--- src/logic/spm_defs.svh ---
`ifndef SPM_DEFS_SVH
`define SPM_DEFS_SVH
// ----------------------------------------------------------------
// Register byte addresses
// ----------------------------------------------------------------
`define SPM_FN05_ADDR 16'ha055
`define SPM_FN06_ADDR 16'ha056
`define SPM_FN07_ADDR 16'ha057
`define SPM_IO05_ADDR 16'ha045
`define SPM_IO06_ADDR 16'ha046
`define SPM_IO07_ADDR 16'ha047
`define SPM_SPI_ADDR 16'ha0f0
// ----------------------------------------------------------------
// Reset values
// ----------------------------------------------------------------
`define SPM_FN_RST 8'h00
`define SPM_IO_RST 7'h00
`define SPM_SPI_RST 8'h00
`define SPM_RD_RST 8'h00
// ----------------------------------------------------------------
// Field positions
// ----------------------------------------------------------------
`define SPM_GPIO_BIT 0
`define SPM_RX2_BIT 3
`define SPM_TX2_BIT 3
`define SPM_RX0_BIT 4
`define SPM_TX0_BIT 4
`define SPM_SPI_EN_BIT 0
`define SPM_SPI_SLV_BIT 1
`define SPM_MISO_ALT_BIT 2
`define SPM_MOSI_ALT_BIT 3
`define SPM_SCK_ALT_BIT 4
// ----------------------------------------------------------------
// Synchroniser lanes
// ----------------------------------------------------------------
`define SPM_SYNC_W 9
`define SPM_S05 0
`define SPM_S06 1
`define SPM_S07 2
`define SPM_S20 3
`define SPM_S32 4
`define SPM_S21 5
`define SPM_S33 6
`define SPM_S17 7
`define SPM_S00 8
`endif

--- src/logic/spm_pkg.sv ---
`include "spm_defs.svh"
package spm_pkg;
    // Owner of a shared pin, one-hot.
    typedef enum logic [4:0] {
        SPM_OWN_NONE = 5'h01,
        SPM_OWN_RX   = 5'h02,
        SPM_OWN_TX   = 5'h04,
        SPM_OWN_SCK  = 5'h08,
        SPM_OWN_GPIO = 5'h10
    } spm_owner_t;

    typedef struct packed {
        logic [7:0] fn05;
        logic [7:0] fn06;
        logic [7:0] fn07;
        logic [6:0] io05;
        logic [6:0] io06;
        logic [6:0] io07;
        logic [7:0] spi_sel;
        logic [7:0] rdata;
        logic u0_rx;
        logic f2_rx;
        logic [2:0] gpio_in;
        logic [2:0] key_free;
        logic spi_mosi;
        logic spi_miso;
        logic spi_sck;
        logic spi_ssn_n;
    } spm_state_t;

    typedef struct packed {
        logic [`SPM_SYNC_W-1:0] s1;
        logic [`SPM_SYNC_W-1:0] s2;
    } spm_sync_t;

    typedef struct packed {
        logic val;
        logic oe;
    } spm_pad_t;
endpackage : spm_pkg

--- src/logic/spm_mux.sv ---
// Notes on behaviour
// RULE_01 - Pin 0.5 bit 4 routes serial-zero receive.
// RULE_02 - Pin 0.6 bit 4 drives serial-zero transmit.
// RULE_03 - Bit 0 enables general I/O, off.
// RULE_04 - Function registers: 8-bit, read/write, reset zero.
// RULE_05 - Pin 0.6 bit 3 routes fifo-port receive.
// RULE_06 - Pin 0.7 bit 3 drives fifo-port transmit.
// RULE_07 - Software sets serial-zero pin configuration first.
// RULE_08 - Software sets fifo-port pin configuration first.
// RULE_09 - Fifo-port pins shared with touch keys 5,6.
// RULE_10 - Configure shared pins before using fifo port.
// RULE_11 - SPI pins selectable among documented alternatives.
// RULE_12 - Slave select active low, slave mode only.
// RULE_13 - Separate seven-bit I/O configuration per pin.
// RULE_14 - Serial-zero pins shared with touch keys 4,5.
// RULE_15 - Fixed priority; never two drivers per pin.
// RULE_16 - Unrouted pin undriven; unrouted receive idles high.
//
// Local design decision: strobed register access.
`timescale 1ns/100ps
`include "spm_defs.svh"
module spm_mux (
    // Clock and reset.
    input wire logic clk_in,
    input wire logic sys_rst_in,
    // Register port.
    input wire logic [15:0] reg_addr_in,
    input wire logic [7:0] reg_wdata_in,
    input wire logic reg_wr_in,
    input wire logic reg_rd_in,
    output logic [7:0] reg_rdata_out,
    // Port pins 0.5, 0.6 and 0.7.
    input wire logic p05_in,
    output logic p05_out,
    output logic p05_oe_out,
    input wire logic p06_in,
    output logic p06_out,
    output logic p06_oe_out,
    input wire logic p07_in,
    output logic p07_out,
    output logic p07_oe_out,
    // SPI pins.
    input wire logic p20_in,
    output logic p20_out,
    output logic p20_oe_out,
    input wire logic p32_in,
    output logic p32_out,
    output logic p32_oe_out,
    input wire logic p21_in,
    output logic p21_out,
    output logic p21_oe_out,
    input wire logic p33_in,
    output logic p33_out,
    output logic p33_oe_out,
    input wire logic p17_in,
    output logic p17_out,
    output logic p17_oe_out,
    input wire logic p00_in,
    // Serial ports.
    input wire logic u0_tx_in,
    output logic u0_rx_out,
    input wire logic f2_tx_in,
    output logic f2_rx_out,
    // General I/O and touch-key sharing.
    input wire logic [2:0] gpio_out_in,
    input wire logic [2:0] gpio_oe_in,
    output logic [2:0] gpio_in_out,
    output logic [2:0] key_pin_free_out,
    // Pad electrical configuration.
    output logic [6:0] io_cfg05_out,
    output logic [6:0] io_cfg06_out,
    output logic [6:0] io_cfg07_out,
    // SPI engine.
    input wire logic spi_mosi_in,
    input wire logic spi_miso_in,
    input wire logic spi_sck_in,
    output logic spi_mosi_out,
    output logic spi_miso_out,
    output logic spi_sck_out,
    output logic spi_ssn_n_out
);
    import spm_pkg::*;

    // ----------------------------------------------------------------
    // Helpers
    // ----------------------------------------------------------------
    function automatic logic fsel(input logic [7:0] cfg,
                                  input int unsigned pos);
        return cfg[pos];
    endfunction : fsel

    spm_state_t st;
    spm_state_t next_st;
    logic [`SPM_SYNC_W-1:0] pin_sync;
    spm_owner_t own05;
    spm_owner_t own06;
    spm_owner_t own07;
    logic spi_en;
    logic spi_slv;
    logic ssn_act;
    logic drv05, drv06, drv07;
    logic val05, val06, val07;
    logic drv20, drv32, drv21, drv33, drv17;

    // ----------------------------------------------------------------
    // Pin synchronisers
    // ----------------------------------------------------------------
    spm_sync u_sync (
        .clk_in(clk_in),
        .sys_rst_in(sys_rst_in),
        .raw_in({p00_in, p17_in, p33_in, p21_in, p32_in, p20_in,
                 p07_in, p06_in, p05_in}),
        .sync_out(pin_sync)
    );

    // ----------------------------------------------------------------
    // Pin ownership
    // ----------------------------------------------------------------
    // Receive bits win over transmit bits, and peripherals win over
    // general I/O, so one pin never sees two drivers.
    always_comb begin
        spi_en = fsel(st.spi_sel, `SPM_SPI_EN_BIT);
        spi_slv = spi_en & fsel(st.spi_sel, `SPM_SPI_SLV_BIT);
        ssn_act = spi_slv & ~pin_sync[`SPM_S00]; // [RULE_12]
        if (fsel(st.fn05, `SPM_RX0_BIT)) begin // [RULE_01] [RULE_15]
            own05 = SPM_OWN_RX;
        end else if (fsel(st.fn05, `SPM_GPIO_BIT)) begin // [RULE_03]
            own05 = SPM_OWN_GPIO;
        end else begin
            own05 = SPM_OWN_NONE; // [RULE_16]
        end
        if (fsel(st.fn06, `SPM_RX2_BIT)) begin // [RULE_05] [RULE_15]
            own06 = SPM_OWN_RX;
        end else if (fsel(st.fn06, `SPM_TX0_BIT)) begin // [RULE_02]
            own06 = SPM_OWN_TX;
        end else if (spi_en
                     && !fsel(st.spi_sel, `SPM_SCK_ALT_BIT)) begin
            own06 = SPM_OWN_SCK; // [RULE_11]
        end else if (fsel(st.fn06, `SPM_GPIO_BIT)) begin // [RULE_03]
            own06 = SPM_OWN_GPIO;
        end else begin
            own06 = SPM_OWN_NONE; // [RULE_16]
        end
        if (fsel(st.fn07, `SPM_TX2_BIT)) begin // [RULE_06] [RULE_15]
            own07 = SPM_OWN_TX;
        end else if (fsel(st.fn07, `SPM_GPIO_BIT)) begin // [RULE_03]
            own07 = SPM_OWN_GPIO;
        end else begin
            own07 = SPM_OWN_NONE; // [RULE_16]
        end
    end

    // ----------------------------------------------------------------
    // Drive requests
    // ----------------------------------------------------------------
    // A receive owner leaves its pin released.
    always_comb begin
        drv05 = (own05 == SPM_OWN_GPIO) & gpio_oe_in[0];
        val05 = gpio_out_in[0];
        case (own06)
            SPM_OWN_TX: begin
                drv06 = 1'b1; // [RULE_02]
                val06 = u0_tx_in;
            end
            SPM_OWN_SCK: begin
                drv06 = ~spi_slv; // [RULE_11]
                val06 = spi_sck_in;
            end
            SPM_OWN_GPIO: begin
                drv06 = gpio_oe_in[1];
                val06 = gpio_out_in[1];
            end
            default: begin
                drv06 = 1'b0; // [RULE_16]
                val06 = 1'b0;
            end
        endcase
        case (own07)
            SPM_OWN_TX: begin
                drv07 = 1'b1; // [RULE_06]
                val07 = f2_tx_in;
            end
            SPM_OWN_GPIO: begin
                drv07 = gpio_oe_in[2];
                val07 = gpio_out_in[2];
            end
            default: begin
                drv07 = 1'b0; // [RULE_16]
                val07 = 1'b0;
            end
        endcase
        // Master drives MOSI and SCK; slave drives MISO when selected.
        drv20 = spi_en & ~spi_slv
              & ~fsel(st.spi_sel, `SPM_MOSI_ALT_BIT); // [RULE_11]
        drv32 = spi_en & ~spi_slv & fsel(st.spi_sel, `SPM_MOSI_ALT_BIT);
        drv21 = ssn_act & ~fsel(st.spi_sel, `SPM_MISO_ALT_BIT);
        drv33 = ssn_act & fsel(st.spi_sel, `SPM_MISO_ALT_BIT);
        drv17 = spi_en & ~spi_slv & fsel(st.spi_sel, `SPM_SCK_ALT_BIT);
    end

    // ----------------------------------------------------------------
    // Registers and routed inputs
    // ----------------------------------------------------------------
    always_comb begin
        next_st = st;
        // Register writes; only the low seven bits of I/O config exist.
        if (reg_wr_in) begin
            case (reg_addr_in)
                `SPM_FN05_ADDR: next_st.fn05 = reg_wdata_in; // [RULE_04]
                `SPM_FN06_ADDR: next_st.fn06 = reg_wdata_in;
                `SPM_FN07_ADDR: next_st.fn07 = reg_wdata_in;
                `SPM_IO05_ADDR: next_st.io05 = reg_wdata_in[6:0]; // [RULE_13]
                `SPM_IO06_ADDR: next_st.io06 = reg_wdata_in[6:0];
                `SPM_IO07_ADDR: next_st.io07 = reg_wdata_in[6:0];
                `SPM_SPI_ADDR: next_st.spi_sel = reg_wdata_in;
                default: next_st.spi_sel = st.spi_sel;
            endcase
        end
        // Read data stands for exactly one cycle; unmapped reads zero.
        next_st.rdata = `SPM_RD_RST;
        if (reg_rd_in) begin
            case (reg_addr_in)
                `SPM_FN05_ADDR: next_st.rdata = st.fn05; // [RULE_04]
                `SPM_FN06_ADDR: next_st.rdata = st.fn06;
                `SPM_FN07_ADDR: next_st.rdata = st.fn07;
                `SPM_IO05_ADDR: next_st.rdata = {1'b0, st.io05};
                `SPM_IO06_ADDR: next_st.rdata = {1'b0, st.io06};
                `SPM_IO07_ADDR: next_st.rdata = {1'b0, st.io07};
                `SPM_SPI_ADDR: next_st.rdata = st.spi_sel;
                default: next_st.rdata = `SPM_RD_RST;
            endcase
        end
        // Receive lines idle high when no pin feeds them.
        next_st.u0_rx = (own05 == SPM_OWN_RX)
                      ? pin_sync[`SPM_S05] : 1'b1; // [RULE_01] [RULE_16]
        next_st.f2_rx = (own06 == SPM_OWN_RX)
                      ? pin_sync[`SPM_S06] : 1'b1; // [RULE_05] [RULE_16]
        next_st.gpio_in = pin_sync[`SPM_S07:`SPM_S05];
        // A key may sense its pin only while no function holds it.
        next_st.key_free = {own07 == SPM_OWN_NONE,
                            own06 == SPM_OWN_NONE,
                            own05 == SPM_OWN_NONE}; // [RULE_09] [RULE_14]
        next_st.spi_mosi = 1'b1;
        next_st.spi_sck = 1'b0;
        next_st.spi_miso = 1'b1;
        if (spi_slv) begin
            next_st.spi_mosi = fsel(st.spi_sel, `SPM_MOSI_ALT_BIT)
                             ? pin_sync[`SPM_S32] : pin_sync[`SPM_S20];
            next_st.spi_sck = fsel(st.spi_sel, `SPM_SCK_ALT_BIT)
                            ? pin_sync[`SPM_S17] : pin_sync[`SPM_S06];
        end else if (spi_en) begin
            next_st.spi_miso = fsel(st.spi_sel, `SPM_MISO_ALT_BIT)
                             ? pin_sync[`SPM_S33] : pin_sync[`SPM_S21];
        end
        // Slave select is meaningless to a master and reads inactive.
        next_st.spi_ssn_n = spi_slv ? pin_sync[`SPM_S00] : 1'b1; // [RULE_12]
    end

    // Register state; every function starts disabled.
    always_ff @(posedge clk_in) begin
        if (sys_rst_in) begin
            st <= '0;
            st.u0_rx <= 1'b1;
            st.f2_rx <= 1'b1;
            st.key_free <= 3'h7;
            st.spi_mosi <= 1'b1;
            st.spi_miso <= 1'b1;
            st.spi_ssn_n <= 1'b1;
        end else begin
            st <= next_st;
        end
    end

    // ----------------------------------------------------------------
    // Pad drivers
    // ----------------------------------------------------------------
    spm_pad u_p05 (.clk_in(clk_in), .sys_rst_in(sys_rst_in),
        .drv_in(drv05), .val_in(val05),
        .pad_out(p05_out), .pad_oe_out(p05_oe_out));
    spm_pad u_p06 (.clk_in(clk_in), .sys_rst_in(sys_rst_in),
        .drv_in(drv06), .val_in(val06),
        .pad_out(p06_out), .pad_oe_out(p06_oe_out));
    spm_pad u_p07 (.clk_in(clk_in), .sys_rst_in(sys_rst_in),
        .drv_in(drv07), .val_in(val07),
        .pad_out(p07_out), .pad_oe_out(p07_oe_out));
    spm_pad u_p20 (.clk_in(clk_in), .sys_rst_in(sys_rst_in),
        .drv_in(drv20), .val_in(spi_mosi_in),
        .pad_out(p20_out), .pad_oe_out(p20_oe_out));
    spm_pad u_p32 (.clk_in(clk_in), .sys_rst_in(sys_rst_in),
        .drv_in(drv32), .val_in(spi_mosi_in),
        .pad_out(p32_out), .pad_oe_out(p32_oe_out));
    spm_pad u_p21 (.clk_in(clk_in), .sys_rst_in(sys_rst_in),
        .drv_in(drv21), .val_in(spi_miso_in),
        .pad_out(p21_out), .pad_oe_out(p21_oe_out));
    spm_pad u_p33 (.clk_in(clk_in), .sys_rst_in(sys_rst_in),
        .drv_in(drv33), .val_in(spi_miso_in),
        .pad_out(p33_out), .pad_oe_out(p33_oe_out));
    spm_pad u_p17 (.clk_in(clk_in), .sys_rst_in(sys_rst_in),
        .drv_in(drv17), .val_in(spi_sck_in),
        .pad_out(p17_out), .pad_oe_out(p17_oe_out));

    // ----------------------------------------------------------------
    // Outputs
    // ----------------------------------------------------------------
    assign reg_rdata_out = st.rdata;
    assign u0_rx_out = st.u0_rx;
    assign f2_rx_out = st.f2_rx;
    assign gpio_in_out = st.gpio_in;
    assign key_pin_free_out = st.key_free;
    assign io_cfg05_out = st.io05; // [RULE_13]
    assign io_cfg06_out = st.io06;
    assign io_cfg07_out = st.io07;
    assign spi_mosi_out = st.spi_mosi;
    assign spi_miso_out = st.spi_miso;
    assign spi_sck_out = st.spi_sck;
    assign spi_ssn_n_out = st.spi_ssn_n;
endmodule : spm_mux

--- src/logic/spm_pad.sv ---
`timescale 1ns/100ps
module spm_pad (
    // Clock and reset.
    input wire logic clk_in,
    input wire logic sys_rst_in,
    // Drive request from the routing logic.
    input wire logic drv_in,
    input wire logic val_in,
    // Registered pad controls.
    output logic pad_out,
    output logic pad_oe_out
);
    import spm_pkg::*;
    spm_pad_t st;
    spm_pad_t next_st;

    // Value is parked low while the pad is released.
    always_comb begin
        next_st.oe = drv_in;
        next_st.val = drv_in & val_in;
    end

    // Pads come out of reset released.
    always_ff @(posedge clk_in) begin
        if (sys_rst_in) begin
            st <= '0;
        end else begin
            st <= next_st;
        end
    end

    assign pad_out = st.val;
    assign pad_oe_out = st.oe;
endmodule : spm_pad

--- src/logic/spm_sync.sv ---
`timescale 1ns/100ps
`include "spm_defs.svh"
module spm_sync (
    // Clock and reset.
    input wire logic clk_in,
    input wire logic sys_rst_in,
    // Raw pin levels and their synchronised copies.
    input wire logic [`SPM_SYNC_W-1:0] raw_in,
    output logic [`SPM_SYNC_W-1:0] sync_out
);
    import spm_pkg::*;
    spm_sync_t st;
    spm_sync_t next_st;

    // First stage feeds only the second; idle level of a line is high.
    always_comb begin
        next_st = st;
        next_st.s1 = raw_in;
        next_st.s2 = st.s1;
    end

    // Both stages reset to the idle level.
    always_ff @(posedge clk_in) begin
        if (sys_rst_in) begin
            st <= '1;
        end else begin
            st <= next_st;
        end
    end

    assign sync_out = st.s2;
endmodule : spm_sync
--- config.mk ---
export PLATFORM = sky130hd
export DESIGN_NAME = spm_mux
export DESIGN_NICKNAME = d
export VERILOG_FILES = /design/src/logic/spm_pkg.sv /design/src/logic/spm_mux.sv /design/src/logic/spm_pad.sv /design/src/logic/spm_sync.sv
export VERILOG_INCLUDE_DIRS = /design/src /design/src/logic
export SDC_FILE = /design/constraint.sdc
export NUM_CORES = 1
export LEC_CHECK = 0
export BUFFER_PORTS_ARGS = -buffer_cell sky130_fd_sc_hd__buf_2
export CAP_MARGIN = 25
export CORE_MARGIN = 5
export CORE_UTILIZATION = 30
export CTS_CLUSTER_SIZE = 16
export DETAILED_ROUTE_END_ITERATION = 10
export GPL_TIMING_DRIVEN = 0
export PLACE_DENSITY = 0.52
export SLEW_MARGIN = 20
export SYNTH_ARGS = -nofsm -noshare
export SYNTH_HDL_FRONTEND = slang
export SYNTH_SLANG_ARGS = --single-unit
export TNS_END_PERCENT = 50
--- constraint.sdc ---
create_clock -name clk_in -period 2.47 [get_ports clk_in]
set_clock_uncertainty 0.15 [all_clocks]
set_input_delay 0.247 -clock clk_in [delete_from_list [all_inputs] [get_ports clk_in]]
set_output_delay 0.247 -clock clk_in [all_outputs]
set_load 0.02 [all_outputs]
### Yosys cells after proc, flatten, opt, wreduce, memory -nomap -nowiden

Cells that the tools add are included.

* register bits: 107
* bits of input ports: 48
* output and inout bits: 57
* logic and storage cells: 107

* equal/unequal tests: 18
* mux-type cells: 16
* bitwise logic cells: 25
* reductions and logical operators: 14

Operators with widths (count)
* equality test 16 bit, second input constant: 7
* case mux 8 bit (7 select lines): 1
* two-way mux 5 bit: 8
* AND 1 bit: 17
* equality test 5 x 1 -> 1 bit, second input constant: 3
* equality test 5 bit, second input constant: 3
* AND reduction 2 bit: 7
* equality test 5 x 2 -> 1 bit, second input constant: 2
* equality test 5 x 3 -> 1 bit, second input constant: 2
* NOT 1 bit: 8
* OR reduction 2 bit: 4
* case mux 1 bit (3 select lines): 2
* equality test 5 x 4 -> 1 bit, second input constant: 1
* case mux 1 bit (2 select lines): 2
* two-way mux 1 bit: 3
* OR reduction 3 bit: 1
* logical AND 1 bit: 1
* logical NOT 1 bit: 1

### Logic depth before layout (Yosys ltp)

Gate-level depths: netlist of run 1.

* word-level depth: 8
* depth in mapped cells: 6
* mapped depth without buffers: 4

### Modules after synthesis

A second synthesis of run 1 with hierarchy kept.

* cell total of the unflattened synthesis: 452
* area, all modules: 4342.9 sq um

Modules (own cells, without submodules)
* spm_mux: times used 1, cells each 383, area each 3418.3 sq um, seq. area each 1461.4 sq um
* spm_sync: times used 1, cells each 37, area each 484.2 sq um, seq. area each 360.3 sq um
* spm_pad: times used 8, cells each 4, area each 55.1 sq um, seq. area each 40.0 sq um

### Worst setup path before layout of run 1

No wires, ideal clock.

* path type: input-to-reg
* start point: in reg_addr_in[9]
* end point: reg st[23] (netlist name)
* library setup time: 132 ps
* data arrival time: 1809 ps
* data required time: 2188 ps
* slack: 379 ps
* stages: 6
* path buffers: 2
* cell sequence: or4_4 -> buf_6 -> or4_1 -> buf_2 -> o21ai_1 -> a21oi_1

* cells in the longest elaborated chain, start to end: 2

Ends and longest elaborated chain
* start, declared: line spm_mux.sv:27 `input wire logic [15:0] reg_addr_in,`
* equality test 16 bit: line spm_mux.sv:208 `case (reg_addr_in)`
* AND reduction 2 bit (no source line)
* end signal, assigned: line spm_mux.sv:270 `st <= next_st;`
* end, declared: line spm_mux.sv:92 `spm_state_t st;`

Every way passes these cells.
A chain may end at the register's enable or synchronous reset.

### Final worst setup path of run 1

* start point: in reg_addr_in[9]
* end point: reg st (netlist bit reg_rdata_out[1])

* cells in the longest elaborated chain, start to end: 2
* elaborated cells on any way between the ends: 8
* classes of those cells: eq/ne: 7; mux: 1

Ends and longest elaborated chain
* equality test 16 bit: line spm_mux.sv:222 `case (reg_addr_in)`
* case mux 8 bit (7 select lines) (*): line spm_mux.sv:222

Mark *: on every way between the ends. The rest lies on a longest branch, timed or not.

==> results of run 1 <==
## worst max-delay path by stage
stage,start,to
after floorplan,reg_addr_in[9],st[23]
after global placement,reg_addr_in[9],reg_rdata_out[1]
after detailed placement,reg_addr_in[9],reg_rdata_out[1]
after CTS,reg_addr_in[9],reg_rdata_out[1]
after global routing,reg_addr_in[4],reg_rdata_out[2]
final,reg_addr_in[9],reg_rdata_out[1]
## synthesized netlist by cell type, types with 3 or more instances
master	count	area share (%)
sky130_fd_sc_hd__and2_1	6	0.85
sky130_fd_sc_hd__mux2i_1	3	0.68
sky130_fd_sc_hd__a21oi_1	54	6.1
sky130_fd_sc_hd__o21ai_0	22	2.5
sky130_fd_sc_hd__nand4bb_1	4	1.0
sky130_fd_sc_hd__nor2b_1	5	0.71
sky130_fd_sc_hd__dfxtp_1	107	48
sky130_fd_sc_hd__and3_1	3	0.42
sky130_fd_sc_hd__or2_2	18	2.5
sky130_fd_sc_hd__nor4_4	10	4.8
sky130_fd_sc_hd__nand3_1	54	6.1
sky130_fd_sc_hd__buf_4	37	6.3
sky130_fd_sc_hd__nor3_1	5	0.57
sky130_fd_sc_hd__o21ai_1	32	3.6
sky130_fd_sc_hd__or4_4	4	1.0
sky130_fd_sc_hd__buf_2	6	0.68
sky130_fd_sc_hd__or4_1	5	0.85
sky130_fd_sc_hd__a31oi_1	7	0.99
sky130_fd_sc_hd__inv_1	5	0.42
sky130_fd_sc_hd__nor2_1	10	0.85
sky130_fd_sc_hd__a222oi_1	7	1.6
sky130_fd_sc_hd__clkbuf_1	21	1.8
sky130_fd_sc_hd__nand2_1	3	0.25
sky130_fd_sc_hd__a22oi_1	15	2.5
## metrics by stage
step | cells | power [mW] | utilization (%) | hold WS, ns
floorplan | 466 | 1.87 | - | 0.201
global placement | 754 | 1.96 | 35.7 | 0.243
detailed placement | 754 | 1.97 | 35.7 | 0.244
CTS | 784 | 3.54 | 38.9 | 0.0164
global route | 784 | 3.64 | 38.9 | 0.0206
finish | 784 | 3.52 | 38.9 | 0.0270
## report_power, final
part	internal, mW	total (mW)	switching [mW]	leakage [nW]
registers	1.74	1.74	0.00424	0.867
logic	0.0755	0.197	0.122	1.22
clock network	0.826	1.57	0.748	0.160
## registers in the layout (all words and copies together), names as in the netlist, 3 cells and up
signal,flops
st,31
u_sync.next_st,9
u_sync.sync_out,9
reg_rdata_out,8
io_cfg05_out,7
io_cfg06_out,7
io_cfg07_out,7
gpio_in_out,3
key_pin_free_out,3
## critical path, delay by kind of cell
kind / cells / cell delay, ns
AO/OA/AOI/OAI: 2 / 0.56
buffers and inverters: 2 / 0.28
AND/OR/NAND/NOR: 2 / 1.17
## per-layer routing
| metal | part of all wire [%] | vias to the layer above |
|---|---|---|
| li1 | - | 1939 |
| met4 | 2.7 | 0 |
| met2 | 48 | 142 |
| met3 | 6.5 | 27 |
| met1 | 43 | 1874 |
| met5 | 0 | - |
## what timing repair did
| item | 4_1_cts | 5_1_grt |
|---|---|---|
| setup buffers | 0 | 0 |
| hold endpoints to repair | 16 | 0 |
| hold buffers | 14 | 0 |
## logic make-up after synthesis
logic type / count (synthesis) / synth area share, %
AOI/OAI and AO/OA: 145 / 18.9
buffers and inverters: 71 / 9.52
DFF: 107 / 48.5
muxes: 3 / 0.680
and+or+nand+nor: 140 / 22.4
## cell type report
cell class,count,area (um^2),area share [%]
flip-flops and latches,107,2140,38.0
multi-input cells,288,1860,32.9
repair buffers,118,661,11.7
plain buffers,66,402,7.13
well taps,184,230,4.08
clock buffers,9,225,4.00
clock inverters,7,103,1.82
inverters,5,18.8,0.333
==> impl_results.md, run 1 <==
- Count of unique library cells instantiated by Yosys: 44
- Endpoint of the lowest-slack register-to-register path: u_p20.pad_out
- Crit path arrival time: between 2 and 2.5 ns
- Fraction of registers with async set or reset after synthesis: 0%
- Number of maximum-capacitance constraint violations: 0
- Post-route antenna net violation count: 0
- Number of gates given a new drive strength after cts: 0
- Placed wire-length estimate: about 10000 um
- Classification of the worst setup path: in -> reg
- Synth warnings: 0
- Total global routing track utilization: around 16%
- Average wire length per cell after detail routing: around 18 um
- Ratio of cells with drive above 1 in the final layout: about a third
- Die ar.: between 0.015 and 0.02 mm^2
- Detailed Route WL: 14100 um
- Cell area after synthesis: about 0.0044 mm^2
- Maximum frequency from static timing analysis: around 0.46 GHz
- Number of port buffers: between 100 and 150
- Insertion delay to the later sink of the worst-skew pair: 0.37 ns
- Number of H-tree levels: 3
- Area added between synthesis and finish: 27.6%
- Post-Synthesis Mean Instance Area: around 9.5 um^2
- CTS Buf Count: 9
- Clock-pin slew of the registers on the worst-case setup and hold paths: roughly 0.07 ns
- Flop-to-flop setup slack: between 0.8 and 0.9 ns
- Number of nets at the end of the flow: between 600 and 700
- Worst r2r src: spi_en
- Register-to-Register Path Depth: 3
- Clock Sinks: about 110
- Total nets after synthesis: approximately 510
- Vias/cell: 5.08
- Num ports: roughly 110
- Die boundary width: ~130 um
- Endpoint with the worst hold slack: u_p05.pad_oe_out
- Top_reg_cell synth: sky130_fd_sc_hd__dfxtp_1
- Period utilization: 87.4%
- Gr ovfl total: 0
- Met2 capacity usage during global routing: a little over a quarter
- First DRT Iteration DRCs: 370
- Area of placed instances: ~0.0052 mm^2
- Met3 Usage GRT: between 3 and 4%
- Effective utilization at floorplan: slightly above 30%
- Number of flops mapped to enable cells by yosys: 0
- Cell depth of the worst hold path: 2
- Global-route wire length before repair: between 20000 and 25000 um
- Leakage dissipation: ~2.2 nW
- Number of antenna violations at the first check in global routing: 0
- Number of detailed-routing iterations run before antenna repair: 5
- Element type at the critical path end: flip-flop
- Root buf cell: sky130_fd_sc_hd__clkbuf_16
- Maximum number of pins on one net before global-route repair: 22
- Chip Height: between 100 and 150 um
- Power per Cell Area: about 620 mW/mm^2
- Number of slew-limit violations in the final report: 0
- CP max-delay cell: sky130_fd_sc_hd__nor4_4
- CTS tree: done
- Sequential area share after synthesis: 48.5%
- Final Wtd Congestion: slightly above 0.9
- Max incr delay on CP: ~0.6 ns
- Flip-flop and latch count after synthesis: roughly 110
- Met1 GRT Util: between 20% and 30%
- Setup ws final: between 0.3 and 0.4 ns
- Unrepaired setup endpoints after global routing: false
- Vias in the first global route: around 4000
- Most frequent cells in the layout: 110 x sky130_fd_sc_hd__buf_2, 107 x sky130_fd_sc_hd__dfxtp_1, 54 x sky130_fd_sc_hd__nand3_1, 54 x sky130_fd_sc_hd__a21oi_1, 37 x sky130_fd_sc_hd__buf_4
- Actual transition at the worst max-transition pin: ~0.84 ns
- Syn Inst Count: between 400 and 500
- Post-place setup slack: -0.0204 ns
- Number of vias after detailed routing: between 3000 and 4000
- Relative slew slack: roughly 44%
- Count of fill cells added during filler insertion: ~1500
- Post-route DRC: 0
- Core area: 0.0145 mm^2
- Hold Violations, Final: 0
- Total Neg Setup Slack: 0 ns
- Critical-path maximum fanout: 10
- ANT cells: 0
- Commonest non-fill, non-tap cell in the layout: sky130_fd_sc_hd__buf_2
- Hold wc startpoint: gpio_oe_in[0]
- Most heavily used metal layer in global routing: met2
- Number of rows in the core area: 44
- Count of endpoints failing setup in the final report: 0
- Status: completed
- Post-route standard cell area excluding fillers: ~0.0056 mm^2
- Clock tree buffer depth: 2
- Critical path required time: approximately 2.6 ns
- Post-layout minimum cycle time: ~2.2 ns
- Hold Path Class: in -> reg
- Crit path launch type: input pin
- Peak supply drop: between 0.3 and 0.4 mV
- Cell breakdown of the critical path: buf_2 > or4_4 > buf_6 > nor4_4 > a222oi_1 > a31oi_1
No activity file was read; power rests on OpenSTA's default activity.
==> run 2, diff against run 1 <==
--- a/config.mk
+++ b/config.mk
@@ -12,7 +12,6 @@
 export CORE_UTILIZATION = 30
 export CTS_CLUSTER_SIZE = 16
 export DETAILED_ROUTE_END_ITERATION = 10
-export GPL_TIMING_DRIVEN = 0
 export PLACE_DENSITY = 0.52
 export SLEW_MARGIN = 20
 export SYNTH_ARGS = -nofsm -noshare
==> constraint.sdc (replaced) <==
create_clock -name clk_in -period 2.2 [get_ports clk_in]
set_clock_uncertainty 0.15 [all_clocks]
set_input_delay 0.22 -clock clk_in [delete_from_list [all_inputs] [get_ports clk_in]]
set_output_delay 0.22 -clock clk_in [all_outputs]
set_load 0.02 [all_outputs]
==> run 2 against run 1 <==
Effect of this change: sequential power is 13% higher; critical path depth stayed put; setup slack got worse by 0.078 ns; total power up 7.8%; final area shrank 1.8%; sequential share of layout area is 0.69 points higher; die area did not move; via count decreased by 0.58%; wire length shrank 5.0%; critical endpoint is now io_cfg05_out[5]; highest routed layer unchanged.
==> impl_results.md, run 2 (synthesized netlist as in run 1, its figures left out) <==
- Status: completed
- Num ports: approximately 110
- Final Wtd Congestion: just over 0.8
- Max incr delay on CP: 0.59 ns
- Count of endpoints failing setup in the final report: 0
- ANT cells: 0
- Routed wire length on met2: approximately 6500 um
- CTS Buf Count: 9
- Min Hold Slack: between 0.02 and 0.03 ns
- Area of placed instances: ~0.0051 mm^2
- Area of combinational cells with multiple inputs: between 0.0015 and 0.002 mm^2
- Critical path required time: 2.27 ns
- Number of post-CTS setup repair buffers: 0
- Gr ovfl total: 0
- Relative slew slack: between 60% and 70%
- Period utilization: 89.4%
- Vias/cell: around 5.2
- Die ar.: 0.0173 mm^2
- Root buf cell: sky130_fd_sc_hd__clkbuf_16
- Leakage dissipation: 2.19 nW
- Worst r2r src: st[24]
- Number of nets at the end of the flow: 617
- Most frequent cells in the layout: 107 x sky130_fd_sc_hd__dfxtp_1, 104 x sky130_fd_sc_hd__buf_2, 54 x sky130_fd_sc_hd__nand3_1, 54 x sky130_fd_sc_hd__a21oi_1, 36 x sky130_fd_sc_hd__buf_4
- Max layer used: met4
- Most frequent CP cell: sky130_fd_sc_hd__or4_4
- Register-to-Register Path Depth: 4
- Hold Violations, Final: 0
- Critical path's top delay family: simple AND/OR/NAND/NOR gates
- Total Power: 3.79 mW
- Power per Cell Area: 685 mW/mm^2
- Post-route standard cell area excluding fillers: 0.00554 mm^2
- Number of rows in the core area: 44
- CTS tree: done
- Post-layout minimum cycle time: slightly below 2 ns
- Maximum number of pins on one net before global-route repair: 55
- Crit path arrival time: 2.03 ns
- Endpoint with the worst hold slack: u_p07.pad_out
- Post-route antenna net violation count: 0
- Clock tree buffer depth: 2
- Effective utilization at floorplan: a little under a third
- Vias in the first global route: 3851
- Number of antenna violations at the first check in global routing: 0
- Detailed Route WL: around 13000 um
- Die boundary width: approximately 130 um
- Seq. cell area: 0.00214 mm^2
- Number of maximum-capacitance constraint violations: 0
- Flop-to-flop setup slack: ~0.81 ns
- Clock-pin slew of the registers on the worst-case setup and hold paths: roughly 0.080 ns
- Bufs and invs on worst path: 2
- Cell Count, Final, Fillers Out: 758
- Classification of the worst setup path: in -> reg
- Number of H-tree levels: 3
- Peak supply drop: between 0.3 and 0.4 mV
- Cell depth of the worst hold path: 3
- Global-route wire length before repair: 21300 um
- Insertion delay to the later sink of the worst-skew pair: 0.35 ns
- Chip Height: 131 um
- Crit path launch type: input pin
- Total global routing track utilization: 15.2%
- Unrepaired setup endpoints after global routing: false
- Number of port buffers: between 100 and 150
- Placed wire-length estimate: 9380 um
- Count of fill cells added during filler insertion: about 1500
- Register containing the most flip-flops in the final layout: st
- Wire length on met1: around 5700 um
- Number of flip-flops in the largest register: 31
- Clock Sinks: 107
- Core area: 0.0145 mm^2
- Endpoint of the lowest-slack register-to-register path: u_p06.pad_out
- Cell breakdown of the critical path: buf_2 > or4_4 > buf_4 > or4_4 > o21ai_0 > a21oi_1
- CP max-delay cell: sky130_fd_sc_hd__or4_4
- Number of vias after detailed routing: around 4000
- Element type at the critical path end: flip-flop
- Number of detailed-routing iterations run before antenna repair: 5
- Post-route DRC: 0
- Average wire length per cell after detail routing: between 15 and 20 um
- Actual transition at the worst max-transition pin: a little under 0.6 ns
- First DRT Iteration DRCs: 398
- Met3 routed wirelength: roughly 840 um
- Commonest non-fill, non-tap cell in the layout: sky130_fd_sc_hd__dfxtp_1
- Maximum frequency from static timing analysis: about 0.5 GHz
- Hold Path Class: in -> reg
- Number of slew-limit violations in the final report: 0
- Ratio of cells with drive above 1 in the final layout: 33.4%
- Hold wc startpoint: f2_tx_in
- Area added between synthesis and finish: 25.3%
- Placed cell count: around 730
- Critical-path maximum fanout: 8
-- run 2: changes by cell type in the layout (fill, tap and decap cells not counted), moves of 2 or more --
| cell | previous run | this run |
|---|---|---|
| sky130_fd_sc_hd__buf_12 | 0 | 2 |
| sky130_fd_sc_hd__inv_6 | 2 | 0 |
| sky130_fd_sc_hd__clkbuf_1 | 21 | 0 |
| sky130_fd_sc_hd__dlygate4sd3_1 | 14 | 16 |
| sky130_fd_sc_hd__clkinv_4 | 0 | 4 |
| sky130_fd_sc_hd__buf_2 | 110 | 104 |
-- run 2: power breakdown --
| part | leakage [nW] | internal [mW] | switching (mW) | total, mW |
|---|---|---|---|---|
| registers | 0.867 | 1.95 | 0.00436 | 1.96 |
| logic | 1.18 | 0.0892 | 0.130 | 0.219 |
| clock network | 0.146 | 0.803 | 0.812 | 1.61 |
-- run 2: how the worst max path moves through the flow --
stage                                  to      startpoint  depth (start not counted)
after detailed placement  io_cfg05_out[5]  reg_addr_in[9]                          6
after global routing      io_cfg05_out[4]  reg_addr_in[9]                          6
after CTS                 io_cfg05_out[5]  reg_addr_in[9]                          6
after floorplan                    st[23]  reg_addr_in[9]                          6
final                     io_cfg05_out[5]  reg_addr_in[9]                          6
after global placement    io_cfg07_out[3]  reg_addr_in[9]                          6
-- run 2: worst register-to-register path: cells and delay by family, from the launching register on --
family	cells	cell delay [ns]
flops	1	0.49
simple gates	2	0.43
compound gates	2	0.28
-- run 2: layer usage --
layer  GRT usage (%)  up-vias
li1                -     1879
met1            19.3     1903
met2            25.0      148
met3            4.24       29
met4            5.20        0
met5               0        -
-- run 2: repair_timing --
item / 4_1_cts / 5_1_grt
resized for setup: 0 / 0
hold buffers: 16 / 0
endpoints found under the hold margin: 20 / 0
-- run 2: layout make-up --
cell class | instances | share of cell area, %
clock buffers | 9 | 4.07
well taps | 184 | 4.16
multi-input cells | 288 | 33.5
repair buffers | 158 | 17.9
clock inverters | 7 | 1.33
inverters | 5 | 0.339
flip-flops and latches | 107 | 38.7
-- run 2: per-stage QoR --
stage / worst slack, ns / utilization (%) / setup TNS [ns]
after floorplan: 0.136 / - / 0
after global placement: -0.0319 / 35.1 / -0.481
after detailed placement: -0.115 / 35.1 / -1.33
after CTS: 0.263 / 38.2 / 0
after global routing: 0.202 / 38.2 / 0
final: 0.233 / 38.2 / 0
==> run 3, diff against run 2 <==
==> constraint.sdc (replaced) <==
create_clock -name clk_in -period 2.2 [get_ports clk_in]
set_clock_uncertainty 0.15 [all_clocks]
set_input_delay 0.11 -clock clk_in [delete_from_list [all_inputs] [get_ports clk_in]]
set_output_delay 0.11 -clock clk_in [all_outputs]
set_load 0.02 [all_outputs]
==> run 3 against run 2 <==
Effect of this change: worst hold slack improved by 0.021 ns; fmax grew 1.9%; die area unchanged; final area grew 1.4%; total power fell by 0.11%; wire length down 1.7%; first-iteration DRC count fell by 19%; combinational power increased by 6%; clock power barely moved; sequential cell count unchanged; non-clock buffer count up 7; critical endpoint is now u_p06.pad_out; highest routed layer unchanged.
==> impl_results.md, run 3 (synthesized netlist as in run 1, its figures left out) <==
- CTS tree: done
- Clock Sinks: 107
- Insertion delay to the later sink of the worst-skew pair: 0.35 ns
- Status: completed
- Chip Height: approximately 130 um
- Cell Count, Final, Fillers Out: ~770
- Post-route antenna net violation count: 0
- Effective utilization at floorplan: around 30%
- Number of port buffers: 104
- Critical path required time: 2.29 ns
- Commonest non-fill, non-tap cell in the layout: sky130_fd_sc_hd__dfxtp_1
- Maximum number of pins on one net before global-route repair: 47
- Die ar.: about 0.017 mm^2
- Max incr delay on CP: approximately 0.54 ns
- Post-layout minimum cycle time: 1.93 ns
- Critical path's top delay family: buffers and inverters
- Worst r2r src: st[24]
- Peak supply drop: around 0.34 mV
- Total Neg Setup Slack: 0 ns
- Max layer used: met4
- Gr ovfl total: 0
- First DRT Iteration DRCs: roughly 320
- Average wire length per cell after detail routing: between 15 and 20 um
- Wire length on met1: roughly 5800 um
- Area added between synthesis and finish: 27.1%
- Num ports: between 100 and 150
- Total global routing track utilization: between 10% and 20%
- Core area: about 0.014 mm^2
- Element type at the critical path end: flip-flop
- Vias in the first global route: around 3700
- Crit path arrival time: between 2 and 2.5 ns
- Period utilization: slightly below 90%
- Crit path launch type: flip-flop
- Number of vias after detailed routing: between 3000 and 4000
- Maximum frequency from static timing analysis: slightly above 0.5 GHz
- ANT cells: 0
- Endpoint of the lowest-slack register-to-register path: u_p06.pad_out
- Critical-path maximum fanout: 7
- Placed cell count: about 720
- Number of flip-flops in the largest register: 31
- Register-to-Register Path Depth: 5
- Number of antenna violations at the first check in global routing: 0
- Bufs and invs on worst path: 1
- Classification of the worst setup path: reg -> reg
- Hold wc startpoint: sys_rst_in
- Power per Cell Area: between 600 and 700 mW/mm^2
- Number of detailed-routing iterations run before antenna repair: 7
- Total Power: 3.79 mW
- CTS Buf Count: 9
- Most frequent cells in the layout: 107 x sky130_fd_sc_hd__dfxtp_1, 104 x sky130_fd_sc_hd__buf_2, 54 x sky130_fd_sc_hd__nand3_1, 54 x sky130_fd_sc_hd__a21oi_1, 32 x sky130_fd_sc_hd__o21ai_1
- Register containing the most flip-flops in the final layout: st
- Number of H-tree levels: 3
- Die boundary width: ~130 um
- Ratio of cells with drive above 1 in the final layout: about 32%
- Relative slew slack: about two thirds
- Hold Path Class: in -> reg
- Routed wire length on met2: 6240 um
- Endpoint with the worst hold slack: gpio_in_out[1]
- Cell breakdown of the critical path: nand2b_1 > a311oi_1 > nor3_1 > o211a_1 > dlygate4sd3_1
- Unrepaired setup endpoints after global routing: false
- Number of nets at the end of the flow: 624
- Number of maximum-capacitance constraint violations: 0
- Cell depth of the worst hold path: 2
- Global-route wire length before repair: 21100 um
- Root buf cell: sky130_fd_sc_hd__clkbuf_16
- CP max-delay cell: sky130_fd_sc_hd__dlygate4sd3_1
- Placed wire-length estimate: 9220 um
- Util after Layout: ~39%
- Leakage dissipation: 2.22 nW
- Flop-to-flop setup slack: approximately 0.27 ns
- Vias/cell: about 5
- Hold Violations, Final: 0
- Actual transition at the worst max-transition pin: about 0.52 ns
- Count of endpoints failing setup in the final report: 0
- Clock-pin slew of the registers on the worst-case setup and hold paths: ~0.080 ns
- Clock tree buffer depth: 2
- Number of rows in the core area: 44
- Min Hold Slack: 0.0465 ns
- Post-route DRC: 0
- Final Wtd Congestion: 0.846
- Number of slew-limit violations in the final report: 0
- Detailed Route WL: about 13000 um
- Met3 routed wirelength: 825 um
## run 3: worst max-delay path by stage
stage	from	to	slack [ns]	cells after the start
3_3_place_gp	reg_addr_in[9]	st[63]	0.11	5
2_1_floorplan	reg_addr_in[9]	st[23]	0.25	6
5_1_grt	st[24]	u_p06.pad_out	0.11	5
4_1_cts	st[24]	u_p06.pad_out	0.26	5
3_5_place_dp	reg_addr_in[9]	st[27]	0.07	5
6_report	st[24]	u_p06.pad_out	0.27	5
## run 3: metrics by stage
| step | setup slack [ns] | instance area (um^2) |
|---|---|---|
| 2_1_floorplan | 0.246 | 4420 |
| 3_3_place_gp | 0.107 | 5040 |
| 3_5_place_dp | 0.0738 | 5040 |
| 4_1_cts | 0.256 | 5610 |
| 5_1_grt | 0.111 | 5610 |
| 6_report | 0.270 | 5610 |
## run 3: area by class of cell
type	instances	area (um^2)
Clock buffer	9	225
Clock inverter	7	68.8
Fill cell	1479	8860
Inverter	5	18.8
Multi-Input combinational cell	288	1860
Sequential cell	107	2140
Tap cell	184	230
Timing Repair Buffer	165	1070
## run 3: layer usage
metal  vias to the layer above  global-route usage [%]
met5                         -                       0
met4                         0                    5.49
met3                        23                    3.71
met2                       140                    23.4
met1                      1842                    20.3
li1                       1892                       -
## run 3: power breakdown
group,internal [mW],switching [mW]
Clock,0.797,0.799
Combinational,0.102,0.131
Sequential,1.95,0.00407
## run 3: what timing repair did
item                      CTS  global route
hold endpoints to repair   73             0
buffers inserted            0             0
hold buffers               28             0
resized for setup           0             0
